<file path="src/ppp_pkg.sv">
// shared constants of the printer parallel port
`default_nettype none
package ppp_pkg;
  // strobe timing
  localparam int CLK_PERIOD_NS  = 20;
  localparam int STROBE_MIN_NS  = 500;
  // least time rounds up to whole cycles
  localparam int STROBE_CYCLES  = (STROBE_MIN_NS + CLK_PERIOD_NS - 1) / CLK_PERIOD_NS;
  localparam int STROBE_CNT_W   = 8;

  // printer status word field positions
  localparam int STAT_ACK_N     = 0;
  localparam int STAT_BUSY      = 1;
  localparam int STAT_MEDIA_OUT = 2;
  localparam int STAT_ONLINE    = 3;
  localparam int STAT_FAULT_N   = 4;
  localparam int STAT_W         = 5;

  // values after reset
  localparam logic [7:0]        DATA_RST   = 8'h00;
  localparam logic [STAT_W-1:0] STAT_RST   = 5'h11;
  localparam logic              LINE_N_RST = 1'b1;

  typedef enum logic [0:0] {
    PPP_ST_IDLE  = 1'b0,
    PPP_ST_PULSE = 1'b1
  } ppp_strobe_state_t;
endpackage
`default_nettype wire

</file>
<file path="src/ppp_printer_port.sv">
// pin-level parallel printer port: data latch, drivers, control lines, interrupt
//
// What this block does
// RQ1: printer data lines driven only while the external drive enable is low.
// RQ2: printer data lines float whenever the port is not selected.
// RQ3: printer pulls acknowledge low after taking a character.
// RQ4: printer raises media out when paper runs out.
// RQ5: printer holds busy high while it cannot accept data.
// RQ6: printer drives online high once selected.
// RQ7: printer pulls fault low on an error condition.
// RQ8: printer choose line driven low to select the printer.
// RQ9: initialize line driven low to start printer initialization.
// RQ10: autofeed line driven low to advance a line after each printed line.
// RQ11: data strobe pulsed low for at least 0.5 microseconds.
// RQ12: printer interrupt goes low when acknowledge goes low.
// RQ13: interrupt gated by its enable; floats while the enable is zero.
// RQ14: host drives the port select low to address this port.
// RQ15: bus buffer enable high whenever any channel is selected.
// RQ16: last host byte written while no strobe runs kept in a latch and presented on the data lines.
`default_nettype none
module ppp_printer_port
  import ppp_pkg::*;
#(
  parameter int PULSE_CYCLES = STROBE_CYCLES
) (
  input  wire logic              sys_clk_i,                // system clock
  input  wire logic              rst_i,                    // synchronous reset, high
  // host side
  input  wire logic              port_select_n_i,          // parallel port select, low
  input  wire logic              serial0_select_n_i,       // serial channel 0 select, low
  input  wire logic              serial1_select_n_i,       // serial channel 1 select, low
  input  wire logic              host_wr_i,                // write byte to data latch
  input  wire logic [7:0]        host_data_i,              // byte to print
  input  wire logic              strobe_req_i,             // request one data strobe
  input  wire logic              ctrl_choose_i,            // select the printer
  input  wire logic              ctrl_init_i,              // hold printer in init
  input  wire logic              ctrl_autofeed_i,          // auto line feed
  input  wire logic              ctrl_irq_en_i,            // interrupt pin enable
  output logic [STAT_W-1:0]      status_o,                 // sampled printer status
  output logic                   strobe_busy_o,            // strobe pulse in progress
  output logic                   bus_buffer_enable_o,      // system bus buffer enable
  // printer side
  input  wire logic              printer_drive_enable_n_i, // data driver enable, low
  input  wire logic              ack_n_i,                  // acknowledge, low
  input  wire logic              media_out_i,              // paper empty, high
  input  wire logic              busy_i,                   // printer busy, high
  input  wire logic              printer_online_i,         // printer selected, high
  input  wire logic              fault_n_i,                // printer error, low
  output logic [7:0]             printer_data_lines_o,     // data line levels
  output logic                   printer_data_lines_oe_o,  // data drivers on, high
  output logic                   data_latch_pulse_n_o,     // data strobe, low
  output logic                   printer_choose_n_o,       // printer select, low
  output logic                   init_n_o,                 // initialize, low
  output logic                   auto_line_feed_n_o,       // autofeed, low
  output logic                   printer_irq_o,            // interrupt level, low active
  output logic                   printer_irq_oe_o          // interrupt driver on, high
);

  logic [7:0]        data_d;
  logic              oe_d;
  logic              choose_n_d;
  logic              init_n_d;
  logic              afd_n_d;
  logic              irq_d;
  logic              irq_oe_d;
  logic              bbe_d;
  logic [STAT_W-1:0] stat_d;
  logic              strobe_start;

  // the strobe owns the timing; a new byte may not change under it
  assign strobe_start = strobe_req_i & ~strobe_busy_o; // RQ11

  ppp_strobe_gen #(
    .PULSE_CYCLES (PULSE_CYCLES)
  ) ppp_strobe_gen_i (
    .sys_clk_i (sys_clk_i),
    .rst_i     (rst_i),
    .start_i   (strobe_start),
    .pulse_n_o (data_latch_pulse_n_o),
    .busy_o    (strobe_busy_o)
  );

  always_comb begin
    data_d = printer_data_lines_o;
    // writes during a strobe are dropped so the printer latches a stable byte
    if (host_wr_i && !port_select_n_i && !strobe_busy_o) begin // RQ14
      data_d = host_data_i; // RQ16
    end
    // drivers need both the external enable and the port select
    oe_d       = ~printer_drive_enable_n_i & ~port_select_n_i; // RQ1 RQ2
    choose_n_d = ~ctrl_choose_i;   // RQ8
    init_n_d   = ~ctrl_init_i;     // RQ9
    afd_n_d    = ~ctrl_autofeed_i; // RQ10
    // interrupt pin follows acknowledge; printer pulls it low per char
    irq_d      = ack_n_i;          // RQ12 RQ3
    irq_oe_d   = ctrl_irq_en_i;    // RQ13
    bbe_d      = ~port_select_n_i | ~serial0_select_n_i | ~serial1_select_n_i; // RQ15
    stat_d                 = '0;
    stat_d[STAT_ACK_N]     = ack_n_i;          // RQ3
    stat_d[STAT_BUSY]      = busy_i;           // RQ5
    stat_d[STAT_MEDIA_OUT] = media_out_i;      // RQ4
    stat_d[STAT_ONLINE]    = printer_online_i; // RQ6
    stat_d[STAT_FAULT_N]   = fault_n_i;        // RQ7
  end

  always_ff @(posedge sys_clk_i) begin
    if (rst_i) begin
      printer_data_lines_o    <= DATA_RST;
      printer_data_lines_oe_o <= 1'b0;
      printer_choose_n_o      <= LINE_N_RST;
      init_n_o                <= LINE_N_RST;
      auto_line_feed_n_o      <= LINE_N_RST;
      printer_irq_o           <= 1'b1;
      printer_irq_oe_o        <= 1'b0;
      bus_buffer_enable_o     <= 1'b0;
      status_o                <= STAT_RST;
    end else begin
      printer_data_lines_o    <= data_d;
      printer_data_lines_oe_o <= oe_d;
      printer_choose_n_o      <= choose_n_d;
      init_n_o                <= init_n_d;
      auto_line_feed_n_o      <= afd_n_d;
      printer_irq_o           <= irq_d;
      printer_irq_oe_o        <= irq_oe_d;
      bus_buffer_enable_o     <= bbe_d;
      status_o                <= stat_d;
    end
  end

  // helper: length of the current low strobe, read only by assertions
  logic [STROBE_CNT_W:0] a_low_cnt_q;
  logic [STROBE_CNT_W:0] a_low_cnt_d;

  always_comb begin
    a_low_cnt_d = '0;
    if (!data_latch_pulse_n_o) begin
      a_low_cnt_d = a_low_cnt_q + 1'b1;
    end
  end

  always_ff @(posedge sys_clk_i) begin
    if (rst_i) begin
      a_low_cnt_q <= '0;
    end else begin
      a_low_cnt_q <= a_low_cnt_d;
    end
  end

  a_data_float_off: assert property (@(posedge sys_clk_i) disable iff (rst_i) // RQ1
    printer_drive_enable_n_i |=> !printer_data_lines_oe_o)
    else $error("data drivers on while external enable high");

  a_data_unselected: assert property (@(posedge sys_clk_i) disable iff (rst_i) // RQ2
    port_select_n_i |=> !printer_data_lines_oe_o)
    else $error("data drivers on while port not selected");

  a_data_drive_on: assert property (@(posedge sys_clk_i) disable iff (rst_i) // RQ1
    (!printer_drive_enable_n_i && !port_select_n_i) |=> printer_data_lines_oe_o)
    else $error("data drivers off while enabled and selected");

  a_latch_write: assert property (@(posedge sys_clk_i) disable iff (rst_i) // RQ16
    (host_wr_i && !port_select_n_i && !strobe_busy_o)
      |=> printer_data_lines_o == $past(host_data_i))
    else $error("data latch missed a host write");

  a_latch_stable: assert property (@(posedge sys_clk_i) disable iff (rst_i) // RQ16
    (strobe_busy_o || port_select_n_i || !host_wr_i) |=> $stable(printer_data_lines_o))
    else $error("data latch changed without a write");

  a_strobe_width: assert property (@(posedge sys_clk_i) disable iff (rst_i) // RQ11
    $rose(data_latch_pulse_n_o) |-> a_low_cnt_q == (STROBE_CNT_W+1)'(PULSE_CYCLES))
    else $error("strobe low time wrong");

  a_strobe_start: assert property (@(posedge sys_clk_i) disable iff (rst_i) // RQ11
    (strobe_req_i && !strobe_busy_o) |=> !data_latch_pulse_n_o ##1 !data_latch_pulse_n_o)
    else $error("strobe did not start on request");

  a_irq_follow: assert property (@(posedge sys_clk_i) disable iff (rst_i) // RQ12
    $fell(ack_n_i) |=> !printer_irq_o)
    else $error("interrupt did not fall with acknowledge");

  a_irq_gate: assert property (@(posedge sys_clk_i) disable iff (rst_i) // RQ13
    !ctrl_irq_en_i |=> !printer_irq_oe_o)
    else $error("interrupt driven while disabled");

  a_ctrl_lines: assert property (@(posedge sys_clk_i) disable iff (rst_i) // RQ8 RQ9 RQ10
    ##1 (printer_choose_n_o == !$past(ctrl_choose_i)) && (init_n_o == !$past(ctrl_init_i))
      && (auto_line_feed_n_o == !$past(ctrl_autofeed_i)))
    else $error("control line does not follow its request");

  a_bus_buffer: assert property (@(posedge sys_clk_i) disable iff (rst_i) // RQ15
    ##1 bus_buffer_enable_o == !($past(port_select_n_i) && $past(serial0_select_n_i)
      && $past(serial1_select_n_i)))
    else $error("bus buffer enable wrong");

  a_irq_release: assert property (@(posedge sys_clk_i) disable iff (rst_i) // RQ12
    $rose(ack_n_i) |=> printer_irq_o)
    else $error("interrupt stayed low after acknowledge released");

  a_irq_enable: assert property (@(posedge sys_clk_i) disable iff (rst_i) // RQ13
    ctrl_irq_en_i |=> printer_irq_oe_o)
    else $error("interrupt not driven while enabled");

  a_status_levels: assert property (@(posedge sys_clk_i) disable iff (rst_i) // RQ4 RQ5 RQ6
    ##1 (status_o[STAT_BUSY] == $past(busy_i))
      && (status_o[STAT_MEDIA_OUT] == $past(media_out_i))
      && (status_o[STAT_ONLINE] == $past(printer_online_i)))
    else $error("printer status level not sampled");

  // low-active status bits must pass through without inversion
  a_status_flags: assert property (@(posedge sys_clk_i) disable iff (rst_i) // RQ3 RQ7
    ##1 (status_o[STAT_ACK_N] == $past(ack_n_i))
      && (status_o[STAT_FAULT_N] == $past(fault_n_i)))
    else $error("printer low-active status not sampled");

  c_strobe_done: cover property (@(posedge sys_clk_i) disable iff (rst_i)
    $rose(data_latch_pulse_n_o));
  c_irq_fire: cover property (@(posedge sys_clk_i) disable iff (rst_i)
    printer_irq_oe_o && $fell(printer_irq_o));
  c_data_driven: cover property (@(posedge sys_clk_i) disable iff (rst_i)
    $rose(printer_data_lines_oe_o));
  c_write_blocked: cover property (@(posedge sys_clk_i) disable iff (rst_i)
    host_wr_i && !port_select_n_i && strobe_busy_o);
  c_ack_seen: cover property (@(posedge sys_clk_i) disable iff (rst_i)
    $fell(status_o[STAT_ACK_N]));

endmodule
`default_nettype wire

</file>
<file path="src/ppp_strobe_gen.sv">
// timed low pulse generator for the data latch strobe
`default_nettype none
module ppp_strobe_gen
  import ppp_pkg::*;
#(
  parameter int PULSE_CYCLES = STROBE_CYCLES
) (
  input  wire logic sys_clk_i,    // system clock
  input  wire logic rst_i,        // synchronous reset, high
  input  wire logic start_i,      // pulse request
  output logic      pulse_n_o,    // strobe, low while active
  output logic      busy_o        // high while the pulse runs
);

  generate
    if (PULSE_CYCLES < 1 || PULSE_CYCLES > (2 ** STROBE_CNT_W)) begin : g_bad
      $error("ppp_strobe_gen: PULSE_CYCLES out of range");
    end
  endgenerate

  localparam logic [STROBE_CNT_W-1:0] LAST = STROBE_CNT_W'(PULSE_CYCLES - 1);

  ppp_strobe_state_t         state_q, state_d;
  logic [STROBE_CNT_W-1:0]   cnt_q, cnt_d;
  logic                      pulse_n_d;
  logic                      busy_d;

  always_comb begin
    state_d   = state_q;
    cnt_d     = cnt_q;
    pulse_n_d = pulse_n_o;
    busy_d    = busy_o;
    case (state_q)
      PPP_ST_IDLE: begin
        // a request that arrives mid pulse is ignored, not queued
        if (start_i) begin
          state_d   = PPP_ST_PULSE;
          cnt_d     = LAST;
          pulse_n_d = 1'b0;
          busy_d    = 1'b1;
        end
      end
      PPP_ST_PULSE: begin
        if (cnt_q == '0) begin
          state_d   = PPP_ST_IDLE;
          pulse_n_d = 1'b1;
          busy_d    = 1'b0;
        end else begin
          cnt_d = cnt_q - 1'b1;
        end
      end
      default: begin
        state_d   = PPP_ST_IDLE;
        pulse_n_d = 1'b1;
        busy_d    = 1'b0;
      end
    endcase
  end

  always_ff @(posedge sys_clk_i) begin
    if (rst_i) begin
      state_q   <= PPP_ST_IDLE;
      cnt_q     <= '0;
      pulse_n_o <= 1'b1;
      busy_o    <= 1'b0;
    end else begin
      state_q   <= state_d;
      cnt_q     <= cnt_d;
      pulse_n_o <= pulse_n_d;
      busy_o    <= busy_d;
    end
  end

endmodule
`default_nettype wire

</file>
<file path="config.mk">
export PLATFORM = sky130hd
export DESIGN_NAME = ppp_printer_port
export DESIGN_NICKNAME = d
export VERILOG_FILES = /design/src/ppp_pkg.sv /design/src/ppp_printer_port.sv /design/src/ppp_strobe_gen.sv
export SDC_FILE = /design/constraint.sdc
export NUM_CORES = 1
export LEC_CHECK = 0
export BUFFER_PORTS_ARGS = -buffer_cell sky130_fd_sc_hd__buf_4
export CORE_UTILIZATION = 45
export CTS_CLUSTER_SIZE = 14
export DETAILED_ROUTE_END_ITERATION = 7
export PLACE_DENSITY = 0.75
export SYNTH_ARGS = -nofsm -noshare
export SYNTH_HDL_FRONTEND = slang
export SYNTH_HIERARCHICAL = 1
export SYNTH_SLANG_ARGS = --single-unit
</file>
<file path="constraint.sdc">
create_clock -name sys_clk_i -period 2.2 [get_ports sys_clk_i]
set_input_delay 0.22 -clock sys_clk_i [delete_from_list [all_inputs] [get_ports sys_clk_i]]
set_output_delay 0.22 -clock sys_clk_i [all_outputs]
set_load 0.005 [all_outputs]
</file>
Yosys cells after proc, flatten, opt, wreduce, memory -nomap -nowiden --
Cells that the tools add are included.
Operators by class: add/subtract/negate cells 1, eq/ne operators 3, mux-type cells 12, bitwise logic cells 13, reduce and logical (&&, ||, !) cells 7
Operator list (number):
- 8-bit two-way mux | 2
- 8-bit case mux with 2 select lines | 1
- 1-bit NOT | 9
- 8-bit zero test | 1
- 8-bit by 1-bit subtractor with 8-bit output (second input constant) | 1
- 1-bit two-way mux | 6
- 1-bit case mux with 2 select lines | 3
- 2-bit != test (second input constant) | 2
- 2-bit AND reduction | 2
- 1-bit bitwise AND | 2
- 1-bit logical AND | 2
- 1-bit zero test | 2
- 2-bit by 1-bit != test with 1-bit output (second input constant) | 1
- 1-bit OR | 2
Word-level totals: register bits 31, input port bits 25, output and inout port bits 22, word-level logic and storage cells 49

Depth between registers and ports, before layout --
word-level depth 4, gate-level depth with buffers 6, mapped depth without buffers 6

Cells and area by module --
The synthesis kept the hierarchy.
By module, submodules not included:
- ppp_printer_port | instances 1, cells an instance 60, area each 681.9 sq um, seq. area each 380.4 sq um
- ppp_strobe_gen | instances 1, cells an instance 59, area each 528.0 sq um, seq. area each 220.2 sq um

Least setup slack after synthesis --
Ideal clock, no wire load.
path type flip-flop to flip-flop, start register ppp_strobe_gen_i.cnt_q[2], end register ppp_strobe_gen_i.cnt_q[7], setup time 0.121 ns, arrival 1.586 ns, required time 2.079 ns, slack 0.494 ns, stages on the path, launching flop included 5, path buffers 0, clock period less this slack 1.706 ns, path through dfxtp_1 or3_1 or3_4 nor4_1 mux2_2
Between the ends: word-level cells in the longest chain between the ends 3, elaborated cells between the ends (all ways) 6, classes of those cells 1 x add/sub; 1 x eq/ne; 2 x mux; 2 x reduce/logical
RTL lines:
- start: declaration | RTL line ppp_strobe_gen.sv:24 | logic [STROBE_CNT_W-1:0] cnt_q, cnt_d;
- start signal: assignment | RTL line ppp_strobe_gen.sv:68 | cnt_q <= cnt_d;
- 8-bit by 1-bit subtractor with 8-bit output or 8-bit zero test (tied branches) | RTL line ppp_strobe_gen.sv:49, ppp_strobe_gen.sv:44
- 8-bit two-way mux or 2-bit != test (tied branches)
- 8-bit case mux with 2 select lines or 2-bit AND reduction (tied branches)
Parallel ways exist; a longest one is shown, timed or not. The select of a mux whose other input is x is not followed. A chain may end at the register's enable or synchronous reset.

Worst setup path in the final report --
start register ppp_strobe_gen_i.cnt_q[0], end register ppp_strobe_gen_i.cnt_q[7]
Same word-level chain as after synthesis.

==> flow_summary.ini <==
[grt]
grt_usage = 0.188
antenna_found_initial = 0
grt_max_degree = 39
grt_pass1_wl_mm = 3.69
grt_pass1_vias = 854
grt_overflow_total = 0

[clocking]
cts.htree.levels = 2
numCtsBuffers = 5
cts_hold_buffers = 0
root_buffer = clkbuf_4
cts_tree = done
clkSinkCount = 30
cts_buffer_depth = 2
clk_latency_ps = 320
cts.clk_slew.worst_paths_ps = 90
cts_resized = 0
post_cts_buffers = 0

[route]
routed.top_layer = met4
wl_met2_mm = 1.20
routed_wl_mm = 2.45
detail_route.first_pass.iterations = 4
wl_per_cell_um = 12.4
viasPerCell = 4.87
route.detailed.drc = 0
wl_met1_mm = 1.02
drt_iter0_markers = 8
wl_met3_um = 180
ant_nets = 0
vias = 959

[placement]
dp_cells = 190
place_congestion = 0.820
dpl_worst_slack_ps = 376
portBuffers = 46
dp.final_hpwl_mm = 1.79

[setup_path]
critPathCaptureType = flop
path_class = reg -> reg
crit_fanout = 7
critPathRequiredTime_ps = 2420
startpoint = ppp_strobe_gen_i/cnt_q[0]
reg2reg_from = ppp_strobe_gen_i/cnt_q[0]
arrival_ps = 2060
critPathLaunchType = flop

[run]
cap_violations = 0

[run_status]
status = finished clean

[sta]
fin_crit_ps = 1850
hold_viol_final = 0
setup_viol = 0
fin_crit_sh = 0.839
finalClockSkew_ps = 4.47
fmax_ghz = 0.542
rsz0062_at_grt = no
slew_headroom = 0.727
layout_setup_ws_ps = 353
drv_slew = 0
setup-tns-final_ps = 0
tightestPinTransition_ps = 406

[cells_and_area]
drive_above_1_share = 0.353
instances_no_fill = 197
diodes = 0
layout.nets = 193
layout_commonest_cell = buf_4
layout_common_cells = 47 x buf_4, 30 x dfxtp_1, 20 x nand2b_1, 9 x mux2i_1
syn_to_final_growth_pct = 32.5

[floorplanning]
die_y_um = 53.9
pin_count = 47
initial_core_util = 0.484
dieWidth_um = 53.9
coreArea_um2 = 2500
rows = 18
die_area_um2 = 2900

[worst_hold_path]
min_path_type = in -> reg
worstHoldStart = printer_drive_enable_n_i

[yosys]
synth_edf_count = 0
synth.distinct_cells = 33
netlist_instances = 119
netlist_area_um2 = 1210
ys_warn_count = 6
syn_nets = 145
async_reset_ff_frac = 0
synthFlopType = dfxtp_1
ys_ff_latch = 30
avgSynthCellArea_um2 = 10.2
ys_seq_area_frac = 0.496

[power_and_ir_drop]
total_power_w = 0.00142
leakage_nw = 0.689
powerDensity_nw_per_um2 = 883
peakVddDrop_mv = 0.620
## critical path, cell delays in order, from the launching register on
cell and delay, ps:
dfxtp_1 370, inv_1 60, ha_1 240, nor4b_4 170
a31o_2 270, nor4_1 260, mux2_2 360
## registers in the layout, summed over array words and instances, names as in the netlist
signal	count
init_n_o	1
printer_choose_n_o	1
printer_data_lines_o	8
ppp_strobe_gen_i/busy_o	1
auto_line_feed_n_o	1
printer_data_lines_oe_o	1
bus_buffer_enable_o	1
ppp_strobe_gen_i/pulse_n_o	1
ppp_strobe_gen_i/cnt_q	8
status_o	5
printer_irq_oe_o	1
ppp_strobe_gen_i/state_q	1
## area by class of cell
type	count	area, um2
clock buffers	7	45.0
fillers	204	897
inverters	3	11.3
multi-input cells	80	556
flip-flops and latches	30	601
well taps	30	37.5
repair buffers	47	353
## power by group
group          internal (W)  total (W)  switching, W  leakage (nW)
logic              0.000239   0.000425      0.000186         0.416
clock network      0.000120   0.000297      0.000177        0.0254
registers          0.000617   0.000693     0.0000763         0.248
## cell usage after synthesis, drive strengths merged, types with 2 or more instances
master | n | area share
dfxtp | 30 | 0.50
nand2b | 20 | 0.10
mux2i | 9 | 0.074
nand2 | 6 | 0.019
nor2b | 6 | 0.031
a21oi | 5 | 0.021
nor2 | 5 | 0.016
buf | 4 | 0.029
a31oi | 3 | 0.016
inv | 3 | 0.0093
nor3 | 3 | 0.012
clkbuf | 2 | 0.0062
mux2 | 2 | 0.019
nand3 | 2 | 0.0083
nor3b | 2 | 0.017
nor4 | 2 | 0.010
or2 | 2 | 0.010
or3 | 2 | 0.014
## metrics by stage
step	instance area, um2	utilization	hold slack [ps]
2_1_floorplan	1210	-	291
3_3_place_gp	1560	0.623	378
3_5_place_dp	1560	0.623	378
4_1_cts	1600	0.641	16.6
5_1_grt	1600	0.641	25.6
6_report	1600	0.641	35.1
## final timing paths
path                                              endpoint  slack (ps)  depth (start not counted)
worst max-delay path             ppp_strobe_gen_i/cnt_q[7]         350                          6
worst min-delay path               printer_data_lines_oe_o          40                          2
worst max register to register   ppp_strobe_gen_i/cnt_q[7]         350                          6
worst min register to register  ppp_strobe_gen_i/pulse_n_o         450                          2
## routing by layer
| metal | track usage | vias up |
|---|---|---|
| met4 | 0.0921 | 0 |
| met3 | 0.0876 | 5 |
| met5 | 0 | - |
| met1 | 0.208 | 426 |
| met2 | 0.300 | 29 |
| li1 | - | 499 |
## cell families after synthesis
kind of cell / share of synthesized area
DFF: 0.496
muxes: 0.0931
and+or+nand+nor: 0.285
AOI/OAI and AO/OA: 0.0631
adders and majority gates: 0.0103
buffers and inverters: 0.0445
xor gates and xnor gates: 0.00724
No activity file was read; power rests on OpenSTA's default activity.
